## src/logic/edm_pkg.sv

```systemverilog
// shared constants for the energy detect measurement block
package edm_pkg;

	// clock and time base
	localparam int CLK_PERIOD_NS = 20;            // core_clk period
	localparam int US_NS         = 1000;          // one microsecond in ns
	localparam int CYC_PER_US    = US_NS / CLK_PERIOD_NS;
	localparam logic [5:0] US_DIV_MAX = 6'(CYC_PER_US - 1);

	// averaging time base choices, in microseconds
	localparam logic [7:0] TB0_US = 8'h02;        // 2 us
	localparam logic [7:0] TB1_US = 8'h08;        // 8 us
	localparam logic [7:0] TB2_US = 8'h20;        // 32 us
	localparam logic [7:0] TB3_US = 8'h80;        // 128 us

	// register address map, word index on the plain port
	localparam int ADDR_W = 2;
	localparam logic [ADDR_W-1:0] OFS_SIG_STRENGTH = 2'h0;
	localparam logic [ADDR_W-1:0] OFS_MODE_CONFIG  = 2'h1;
	localparam logic [ADDR_W-1:0] OFS_DURATION     = 2'h2;
	localparam logic [ADDR_W-1:0] OFS_ENERGY_VALUE = 2'h3;

	// duration register field layout
	localparam int DF_LSB  = 2;                   // duration factor 7:2
	localparam int DF_MSB  = 7;
	localparam int DTB_LSB = 0;                   // time base 1:0
	localparam int DTB_MSB = 1;

	// mode field encoding
	localparam logic [1:0] MODE_AUTO       = 2'h0;
	localparam logic [1:0] MODE_SINGLE     = 2'h1;
	localparam logic [1:0] MODE_CONTINUOUS = 2'h2;
	localparam logic [1:0] MODE_DISABLED   = 2'h3;

	// reset values
	localparam logic [5:0] DF_RST      = 6'h10;
	localparam logic [1:0] DTB_RST     = 2'h1;
	localparam logic [7:0] VALUE_INVAL = 8'h7F;   // invalid marker 127

	// measurement sequencer states
	typedef enum logic [1:0] {
		EDM_IDLE,
		EDM_MEASURE,
		EDM_DIVIDE
	} edm_state_t;

endpackage : edm_pkg

```

## src/logic/edm_energy_detect.sv

```systemverilog
// Summary of operation
// measure only while receiver in receive state
// keep latest gain loop strength sample, 1dB
// result averages successive strength samples
// auto, single, continuous modes; auto after reset
// period length from duration register
// software picks duration above loop update time
// auto mode starts on baseband gain hold
// auto cancelled by baseband cancel or leaving receive
// baseband cancels on invalid frame or end
// auto result kept until next frame start
// cancelled auto measurement leaves invalid marker 127
// auto completion raises no completion pulse
// hold bit set starts auto measurement, no baseband
// hold bit cleared early stops, result invalid
// software disables baseband for manual modes
// writing 1 or 2 in receive starts measurement
// manual completion pulses interrupt, updates value
// single completion reverts mode to auto
// auto measurement may overwrite single result
// continuous repeats until mode 0 or receive left
// continuous overwrites unread results each period
// continuous stopped by receive exit sets auto
// mode codes auto 0, single 1, continuous 2, off 3
// time is factor times 2/8/32/128 us base
// value is signed 8 bit dBm
// value is rounded mean of period samples
// value register updated in one step
`timescale 1ns/1ps

module edm_energy_detect #(
	parameter int SUM_W = 24,                     // accumulator width
	parameter int CNT_W = 16                      // sample counter width
) (
	// clock and reset
	input  wire logic                      core_clk,
	input  wire logic                      rst_n,
	// register port
	input  wire logic [edm_pkg::ADDR_W-1:0] reg_addr,
	input  wire logic [7:0]                reg_wdata,
	input  wire logic                      reg_wr,
	input  wire logic                      reg_rd,
	output logic      [7:0]                reg_rdata,
	// receiver and baseband status
	input  wire logic                      rx_state,
	input  wire logic                      baseband_enable_bit,
	input  wire logic                      bb_gain_hold,
	input  wire logic                      bb_cancel,
	input  wire logic                      gain_hold_control_bit,
	// gain control loop samples
	input  wire logic                      rssi_valid,
	input  wire logic [7:0]                rssi_sample,
	// events and status
	output logic                           energy_complete_irq,
	output logic                           measure_busy,
	output logic      [1:0]                energy_mode_field
);

	// elaboration checks: sum must hold count times an 8 bit sample;
	// the six bit step counter caps the dividend at 62 bits, and the
	// count must cover every loop update of the longest period
	if (SUM_W < CNT_W + 8 || SUM_W > 62)
		$error("edm_energy_detect: SUM_W out of range");
	if (CNT_W < 12 || CNT_W > 30)
		$error("edm_energy_detect: CNT_W out of range");

	// whole state of the block in one record
	// one record keeps every flop under the same reset
	typedef struct packed {
		edm_pkg::edm_state_t  st;           // sequencer state
		logic [1:0]           mode;         // mode field
		logic [5:0]           df;           // duration factor
		logic [1:0]           dtb;          // duration time base
		logic [7:0]           value;        // energy value register
		logic [7:0]           rssi;         // signal strength register
		logic [7:0]           rdata;        // read data, one cycle late
		logic                 auto_run;     // period was auto triggered
		logic                 hold_q;       // hold bit, previous cycle
		logic                 irq;          // completion pulse
		logic [5:0]           us_div;       // cycles within a microsecond
		logic [13:0]          us_cnt;       // elapsed microseconds
		logic [13:0]          target;       // period length, microseconds
		logic [SUM_W-1:0]     sum;          // signed sample sum
		logic [CNT_W-1:0]     cnt;          // number of samples
		logic                 neg;          // mean is negative
		logic [SUM_W-1:0]     quo;          // divider quotient/dividend
		logic [CNT_W:0]       rem;          // divider remainder
		logic [5:0]           step;         // divider steps left
	} edm_regs_t;

	edm_regs_t s_q;                             // registered state
	edm_regs_t s_d;                             // next state

	// time base lookup, in microseconds
	function automatic logic [7:0] tb_us(input logic [1:0] sel);
		logic [7:0] r;
		r = edm_pkg::TB0_US;
		case (sel)
			2'h0:    r = edm_pkg::TB0_US;
			2'h1:    r = edm_pkg::TB1_US;
			2'h2:    r = edm_pkg::TB2_US;
			default: r = edm_pkg::TB3_US;
		endcase
		return r;
	endfunction : tb_us

	// open a fresh averaging period
	function automatic edm_regs_t start_period(input edm_regs_t x,
			input logic is_auto);
		edm_regs_t r;
		r          = x;
		r.st       = edm_pkg::EDM_MEASURE;
		r.auto_run = is_auto;
		r.us_div   = 6'h00;
		r.us_cnt   = 14'h0000;
		// factor times base; both widened first, or 63 x 128
		// would wrap in an eight bit product
		r.target   = 14'(x.df) * 14'(tb_us(x.dtb));
		r.sum      = '0;
		r.cnt      = '0;
		return r;
	endfunction : start_period

	// next state logic
	always_comb
	begin
		logic             tick;             // one microsecond elapsed
		logic             hold_rise;        // hold bit just set
		logic             auto_abort;       // auto period cancelled
		logic [SUM_W-1:0] mag;              // magnitude of the sum
		logic [CNT_W:0]   rem_sh;           // shifted remainder
		tick       = 1'b0;
		hold_rise  = 1'b0;
		auto_abort = 1'b0;
		mag        = '0;
		rem_sh     = '0;
		s_d        = s_q;
		s_d.irq    = 1'b0;
		s_d.rdata  = 8'h00;
		s_d.hold_q = gain_hold_control_bit;
		// hold_q tracks the bit even outside receive, so a bit that is
		// already high on entry does not count as a fresh start
		hold_rise  = gain_hold_control_bit & ~s_q.hold_q;

		// latest loop sample is visible to software
		if (rssi_valid)
			s_d.rssi = rssi_sample;

		case (s_q.st)
			edm_pkg::EDM_IDLE:
			begin
				// baseband hold opens an auto period
				// this may overwrite a stored single result
				// frame start leaves the stored value alone
				if (rx_state && s_q.mode == edm_pkg::MODE_AUTO &&
						baseband_enable_bit && bb_gain_hold)
					s_d = start_period(s_d, 1'b1);
				// hold bit set with baseband off
				else if (rx_state && s_q.mode == edm_pkg::MODE_AUTO &&
						!baseband_enable_bit && hold_rise)
					s_d = start_period(s_d, 1'b1);
			end

			edm_pkg::EDM_MEASURE:
			begin
				// baseband cancel ends the auto period
				// the baseband cancels on a bad frame or its end
				if (s_q.auto_run && baseband_enable_bit && bb_cancel)
					auto_abort = 1'b1;
				// hold released early, no baseband
				if (s_q.auto_run && !baseband_enable_bit &&
						!gain_hold_control_bit)
					auto_abort = 1'b1;
				// nothing runs outside receive state
				// leaving receive outranks a cancel in the same cycle
				if (!rx_state)
				begin
					s_d.st = edm_pkg::EDM_IDLE;
					// cancelled auto period leaves marker
					if (s_q.auto_run)
						s_d.value = edm_pkg::VALUE_INVAL;
					// manual modes fall back to auto
					else
						s_d.mode = edm_pkg::MODE_AUTO;
				end
				else if (auto_abort)
				begin
					// invalid marker after cancel
					s_d.st    = edm_pkg::EDM_IDLE;
					s_d.value = edm_pkg::VALUE_INVAL;
				end
				else
				begin
					// accumulate valid samples; 127 means no estimate
					if (rssi_valid && rssi_sample != edm_pkg::VALUE_INVAL)
					begin
						s_d.sum = s_q.sum +
							{{(SUM_W-8){rssi_sample[7]}}, rssi_sample};
						s_d.cnt = s_q.cnt + 1'b1;
					end
					// microsecond divider, runs only inside a period
					// so each period starts on a whole microsecond
					if (s_q.us_div == edm_pkg::US_DIV_MAX)
					begin
						s_d.us_div = 6'h00;
						tick       = 1'b1;
					end
					else
						s_d.us_div = s_q.us_div + 6'h01;
					// period ends when duration has elapsed
					if (tick)
					begin
						s_d.us_cnt = s_q.us_cnt + 14'h0001;
						if (s_q.us_cnt + 14'h0001 >= s_q.target)
							s_d.st = edm_pkg::EDM_DIVIDE;
					end
					// divider setup, sign is stripped then reapplied
					if (s_d.st == edm_pkg::EDM_DIVIDE)
					begin
						mag       = s_d.sum[SUM_W-1] ? ('0 - s_d.sum) :
							s_d.sum;
						s_d.neg   = s_d.sum[SUM_W-1];
						// adding half the count rounds the mean
						s_d.quo   = mag + SUM_W'(s_d.cnt >> 1);
						s_d.rem   = '0;
						s_d.step  = 6'(SUM_W);
					end
				end
			end

			edm_pkg::EDM_DIVIDE:
			begin
				// leaving receive also ends the division;
				// a half finished mean is never published
				if (!rx_state)
				begin
					s_d.st = edm_pkg::EDM_IDLE;
					// auto result cancelled, marker left
					if (s_q.auto_run)
						s_d.value = edm_pkg::VALUE_INVAL;
					// manual modes fall back to auto
					else
						s_d.mode = edm_pkg::MODE_AUTO;
				end
				// restoring division, one quotient bit per cycle;
				// slow but far smaller than a parallel divider
				else if (s_q.step != 6'h00)
				begin
					rem_sh    = {s_q.rem[CNT_W-1:0], s_q.quo[SUM_W-1]};
					s_d.quo   = {s_q.quo[SUM_W-2:0], 1'b0};
					if (rem_sh >= {1'b0, s_q.cnt} && s_q.cnt != '0)
					begin
						rem_sh     = rem_sh - {1'b0, s_q.cnt};
						s_d.quo[0] = 1'b1;
					end
					s_d.rem   = rem_sh;
					s_d.step  = s_q.step - 6'h01;
				end
				else
				begin
					s_d.st = edm_pkg::EDM_IDLE;
					// value written whole, in this one cycle
					if (s_q.cnt == '0)
						s_d.value = edm_pkg::VALUE_INVAL;
					// signed two's complement result
					else if (s_q.neg)
						s_d.value = 8'h00 - s_q.quo[7:0];
					else
						s_d.value = s_q.quo[7:0];
					// auto completion stays silent
					if (!s_q.auto_run)
					begin
						// manual completion pulses the interrupt
						s_d.irq = 1'b1;
						// single measurement returns to auto
						if (s_q.mode == edm_pkg::MODE_SINGLE)
							s_d.mode = edm_pkg::MODE_AUTO;
						// continuous keeps going in receive
						else if (s_q.mode == edm_pkg::MODE_CONTINUOUS &&
								rx_state)
							// next result overwrites this one
							s_d = start_period(s_d, 1'b0);
						// receive left: back to auto
						else if (s_q.mode == edm_pkg::MODE_CONTINUOUS)
							s_d.mode = edm_pkg::MODE_AUTO;
					end
				end
			end

			default:
				s_d.st = edm_pkg::EDM_IDLE;
		endcase

		// register writes come last so software wins over sequencer
		if (reg_wr)
		begin
			case (reg_addr)
				edm_pkg::OFS_MODE_CONFIG:
				begin
					// mode field takes the low two bits
					s_d.mode = reg_wdata[1:0];
					// single or continuous start in receive
					if (rx_state && (reg_wdata[1:0] ==
							edm_pkg::MODE_SINGLE ||
							reg_wdata[1:0] == edm_pkg::MODE_CONTINUOUS))
						s_d = start_period(s_d, 1'b0);
					// writing auto or off stops a manual run
					else if (s_q.st != edm_pkg::EDM_IDLE && !s_q.auto_run)
						s_d.st = edm_pkg::EDM_IDLE;
					// disabled mode stops any run
					else if (reg_wdata[1:0] == edm_pkg::MODE_DISABLED)
						s_d.st = edm_pkg::EDM_IDLE;
				end
				edm_pkg::OFS_DURATION:
				begin
					// takes effect at the next period start
					s_d.df  = reg_wdata[edm_pkg::DF_MSB:edm_pkg::DF_LSB];
					s_d.dtb = reg_wdata[edm_pkg::DTB_MSB:edm_pkg::DTB_LSB];
				end
				// status registers ignore writes
				default:
					s_d.mode = s_d.mode;
			endcase
		end

		// read data stands in the cycle after the strobe
		// reads have no side effects, so polling is safe
		if (reg_rd)
		begin
			case (reg_addr)
				edm_pkg::OFS_SIG_STRENGTH:
					s_d.rdata = s_q.rssi;
				edm_pkg::OFS_MODE_CONFIG:
					s_d.rdata = {6'h00, s_q.mode};
				edm_pkg::OFS_DURATION:
					s_d.rdata = {s_q.df, s_q.dtb};
				// value holds until overwritten
				default:
					s_d.rdata = s_q.value;
			endcase
		end
	end

	// state register; reset gives auto mode and an invalid value
	// the reset branch loads constants only
	always_ff @(posedge core_clk or negedge rst_n)
	begin
		if (!rst_n)
		begin
			s_q          <= '0;
			s_q.st       <= edm_pkg::EDM_IDLE;
			// auto mode after reset
			s_q.mode     <= edm_pkg::MODE_AUTO;
			s_q.df       <= edm_pkg::DF_RST;
			s_q.dtb      <= edm_pkg::DTB_RST;
			s_q.value    <= edm_pkg::VALUE_INVAL;
			s_q.rssi     <= edm_pkg::VALUE_INVAL;
		end
		else
			s_q <= s_d;
	end

	// outputs, all but busy straight from the state register
	// busy is a decode of the state, one gate after the flops
	assign reg_rdata           = s_q.rdata;
	assign energy_complete_irq = s_q.irq;
	assign measure_busy        = (s_q.st != edm_pkg::EDM_IDLE);
	assign energy_mode_field   = s_q.mode;

endmodule : edm_energy_detect

```

## config.mk

```make
export PLATFORM = sky130hd
export DESIGN_NAME = edm_energy_detect
export DESIGN_NICKNAME = d
export VERILOG_FILES = /design/src/logic/edm_pkg.sv /design/src/logic/edm_energy_detect.sv
export SDC_FILE = /design/constraint.sdc
export NUM_CORES = 1
export LEC_CHECK = 0
export BUFFER_PORTS_ARGS = -buffer_cell sky130_fd_sc_hd__buf_2
export CAP_MARGIN = 25
export CORE_ASPECT_RATIO = 0.5
export CORE_MARGIN = 2
export CORE_UTILIZATION = 35
export DETAILED_ROUTE_END_ITERATION = 16
export HOLD_SLACK_MARGIN = 0.15
export MAX_ROUTING_LAYER = met4
export SYNTH_ARGS = -nofsm -noshare
export SYNTH_HDL_FRONTEND = slang
export SYNTH_SLANG_ARGS = --single-unit
```

## constraint.sdc

```tcl
create_clock -name core_clk -period 5.25 [get_ports core_clk]
set_clock_uncertainty 0.15 [all_clocks]
set_input_delay 0.2625 -clock core_clk [delete_from_list [all_inputs] [get_ports core_clk]]
set_output_delay 0.2625 -clock core_clk [all_outputs]
set_load 0.02 [all_outputs]
```

==> impl_metrics.csv <==
group,metric,value,unit
final_layout,final_core_util,0.417,
routing,via_count,11906,
final_layout,fillCellCount,3664,
global_routing,grt_max_degree,59,
global_routing,grt-ovfl-total,0,
pwr,p_leak,7.17,nW
setup_path,cp-start-kind,"input pin",
timing,fin_crit,5.21,ns
synthesis,yosys_warnings,0,
setup_path,cpLargestDelayFamily,"compound AO/OA/AOI/OAI gates",
synthesis,synth.distinct_cells,93,
synthesis,synth_area_leaders,"dfrtp_1 (27%), ha_1 (9.9%), nor2_1 (5.2%)",
timing,tightest_slew,0.967,ns
global_routing,grt_antenna_before_repair,1,
synthesis,synth_top_area_share,0.273,
timing,drv_slew,0,
synthesis,syn-mean-instance-area,8.43,µm²
die,die_y,141,µm
cts,clock-sinks,160,
synthesis,syn_area,13200,µm²
synthesis,synth_nets,1708,
timing,fmax,0.192,GHz
routing,drc,0,
placement,dpl.cell_count,2127,
synthesis,async_flop_share,1.00,
pwr,p_int,3.86,mW
routing,drtAntennaViolNets,0,
global_routing,grt_first_pass_wirelength,61800,µm
final_layout,drive_gt1_frac,0.168,
cts,htreeDepth,4,
pwr,power.density,446,nW/µm²
routing,routedWlPerCell,16.7,µm
pwr,switchingPower,3.08,mW
pwr,p_total,6.95,mW
run,drv_cap,0,
synthesis,yosysTopAreaCell,"dfrtp_1",
die,coreArea,37300,µm²
routing,routed_wl,36600,µm
pwr,ir_worst_vdd,0.246,mV
die,start_util,0.354,
synthesis,synthTopCellsByCount,"nor2_1 (182), dfrtp_1 (144), nand2_1 (116)",
final_layout,final_cells,2191,
cts,cts_root_buf,"clkbuf_16",
cts,clock_insertion_delay_worst_skew,0.45,ns
synthesis,synth_most_common_cell,"nor2_1",
cts,clk_pin_slew_worst_paths,0.07,ns
cts,numCtsBuffers,17,
die,rows,50,
run_status,outcome,"completed",
setup_path,slowest_delay,0.55,ns
die,die_x,279,µm
synthesis,synth_edf_count,0,
cts,clockBufferDepth,2,
die,top_level_ports,40,
setup_path,cp_max_fo,4,
synthesis,synth-seq-area-share,0.305,
placement,port_buffers,39,
routing,viasPerCell,5.43,
cts,cts_tree,"yes",
setup_path,cp.required,5.47,ns
pwr,swShare,0.444,
timing,timing.final.hold_violations,0,
setup_path,crit_buf_inv,3,
pwr,pwr-share-comb,0.567,
timing,rsz0062_at_grt,"yes",
timing,setup_ws,0.0353,ns
global_routing,grtUsageTotal,0.198,
timing,fin_crit_sh,0.993,
final_layout,areaGrowthSynthToFinish,17.8,%
synthesis,ys.flop_type,"dfrtp_1",
placement,pre_cts_ws,-0.174,ns
setup_path,end_kind,"register",
setup_path,cpMaxStageDelayCell,"dlygate4sd3_1",
placement,post-dp-hpwl,26900,µm
final_layout,nNetsFinal,1824,
setup_path,cp_num_cells,25,
pwr,seq_power_share,0.248,
timing,setup_violations,0,
worst_hold_path,hold_path.class,"in -> reg",
placement,place.gp.congestion,0.868,
synthesis,synthesis.instances,1567,
routing,drt_iter0_drc,985,
die,dieArea,39400,µm²
synthesis,ys_ff_latch,160,
routing,drt-pass1-iter-count,5,
setup_path,crit_top_cell,"ha_1",
setup_path,worstRegToRegCells,23,
worst_hold_path,worstHoldPathCells,3,
pwr,p_clk_frac,0.184,
timing,slew_headroom,0.355,
global_routing,first_global_vias,11852,
setup_path,cp.arrival,5.44,ns
setup_path,crit_type,"in -> reg",
-- cells by family (layout without fill, tap and decap cells) --
| group | Yosys count | in the layout | synth area share |
|---|---|---|---|
| XOR/XNOR | 98 | 98 | 0.0655 |
| AO/OA/AOI/OAI | 420 | 420 | 0.214 |
| multiplexers | 54 | 54 | 0.0456 |
| AND/OR/NAND/NOR | 552 | 552 | 0.205 |
| adder cells (fa/ha/maj) | 113 | 113 | 0.112 |
| other | 0 | 1 | 0 |
| buffers and inverters | 170 | 299 | 0.0533 |
| flip-flops | 160 | 160 | 0.305 |
-- final cells by class --
| class | count | area (µm²) | area share |
|---|---|---|---|
| clock inverters | 14 | 150 | 0.00965 |
| clock buffers | 18 | 439 | 0.0282 |
| repair buffers | 180 | 1380 | 0.0883 |
| well taps | 494 | 618 | 0.0397 |
| flip-flops and latches | 160 | 4020 | 0.259 |
| diodes | 1 | 2.50 | 0.000161 |
| multi-input cells | 1237 | 8630 | 0.554 |
| inverters | 87 | 327 | 0.0210 |
-- repair_timing --
action / CTS / global route
setup endpoints to repair: 9 / 10
endpoints found under the hold margin: 77 / 0
hold buffers: 30 / 0
buffers inserted: 0 / 1
pin swaps: 1 / 23
resized for setup: 6 / 9
cloned: 0 / 0
-- power by group through the flow --
stage	logic [mW]	registers, mW	clock network, mW
global route	4.39	1.76	1.36
finish	3.94	1.72	1.28
CTS	3.89	1.72	1.31
detailed placement	3.83	1.74	0
floorplan	2.73	1.65	0
global placement	3.78	1.73	0
-- worst reg2reg max path: stages, from the launching register on --
cell	delay, ns
dfrtp_1	0.43
ha_4	0.25
a21o_4	0.22
a211oi_4	0.24
o31ai_1	0.09
o21ai_1	0.15
mux2_4	0.33
or4_4	0.50
buf_6	0.13
and2_4	0.15
nor2_4	0.09
xnor2_2	0.06
ha_1	0.34
a21oi_2	0.17
nor2b_1	0.06
o21a_1	0.17
o22a_1	0.19
nand4_1	0.11
nand3_2	0.10
a41o_1	0.25
a221o_1	0.38
nor3b_4	0.19
a211o_1	0.28
nand3_1	0.08
-- per-stage QoR --
step           TNS [ns]  cell area [µm²]  hold WS [ns]
2_1_floorplan   -0.0124            13300        -0.183
3_3_place_gp     -0.234            14500         0.115
3_5_place_dp      -1.05            14600         0.119
4_1_cts               0            15500         0.151
5_1_grt          -0.960            15600         0.178
6_report              0            15600         0.175
-- registers in the layout (all words and copies together), names as in the netlist --
name and cells:
s_q 149, reg_rdata 8, energy_mode_field 2, energy_complete_irq 1
-- routing by layer --
| layer | vias to the layer above | GRT usage | wire length [µm] |
|---|---|---|---|
| met5 | - | - | 0 |
| met4 | 0 | 0.0419 | 403 |
| met3 | 23 | 0.0316 | 1750 |
| met2 | 264 | 0.309 | 16600 |
| met1 | 5761 | 0.273 | 17900 |
| li1 | 5858 | - | - |
-- path summary, 6_finish.rpt --
kind                           startpoint        to  slack, ns
setup / recovery           rssi_sample[3]   s_q[44]       0.04
min in group asynchronous           rst_n   s_q[76]       0.20
hold / removal             rssi_sample[7]  s_q[140]       0.18
hold reg to reg                   s_q[94]   s_q[94]       0.33
max in group asynchronous           rst_n    s_q[0]       3.59
setup reg to reg                  s_q[80]   s_q[44]       0.05
-- cell usage in the layout, fill, tap and decap left out, drive strengths merged, types with 28 or more instances in the layout --
master       Yosys  final
dfrtp          144    144
o21ai          107    107
buf             26    150
a22oi           34     34
and2            28     28
a21oi          100    100
and3            33     33
dlygate4sd3      0     30
nand2          116    116
ha             105    105
inv             87     94
nor3            31     31
xor2            40     40
nand3           40     40
xnor2           58     58
nor2           184    184
Power figures use the tool's default switching activity.
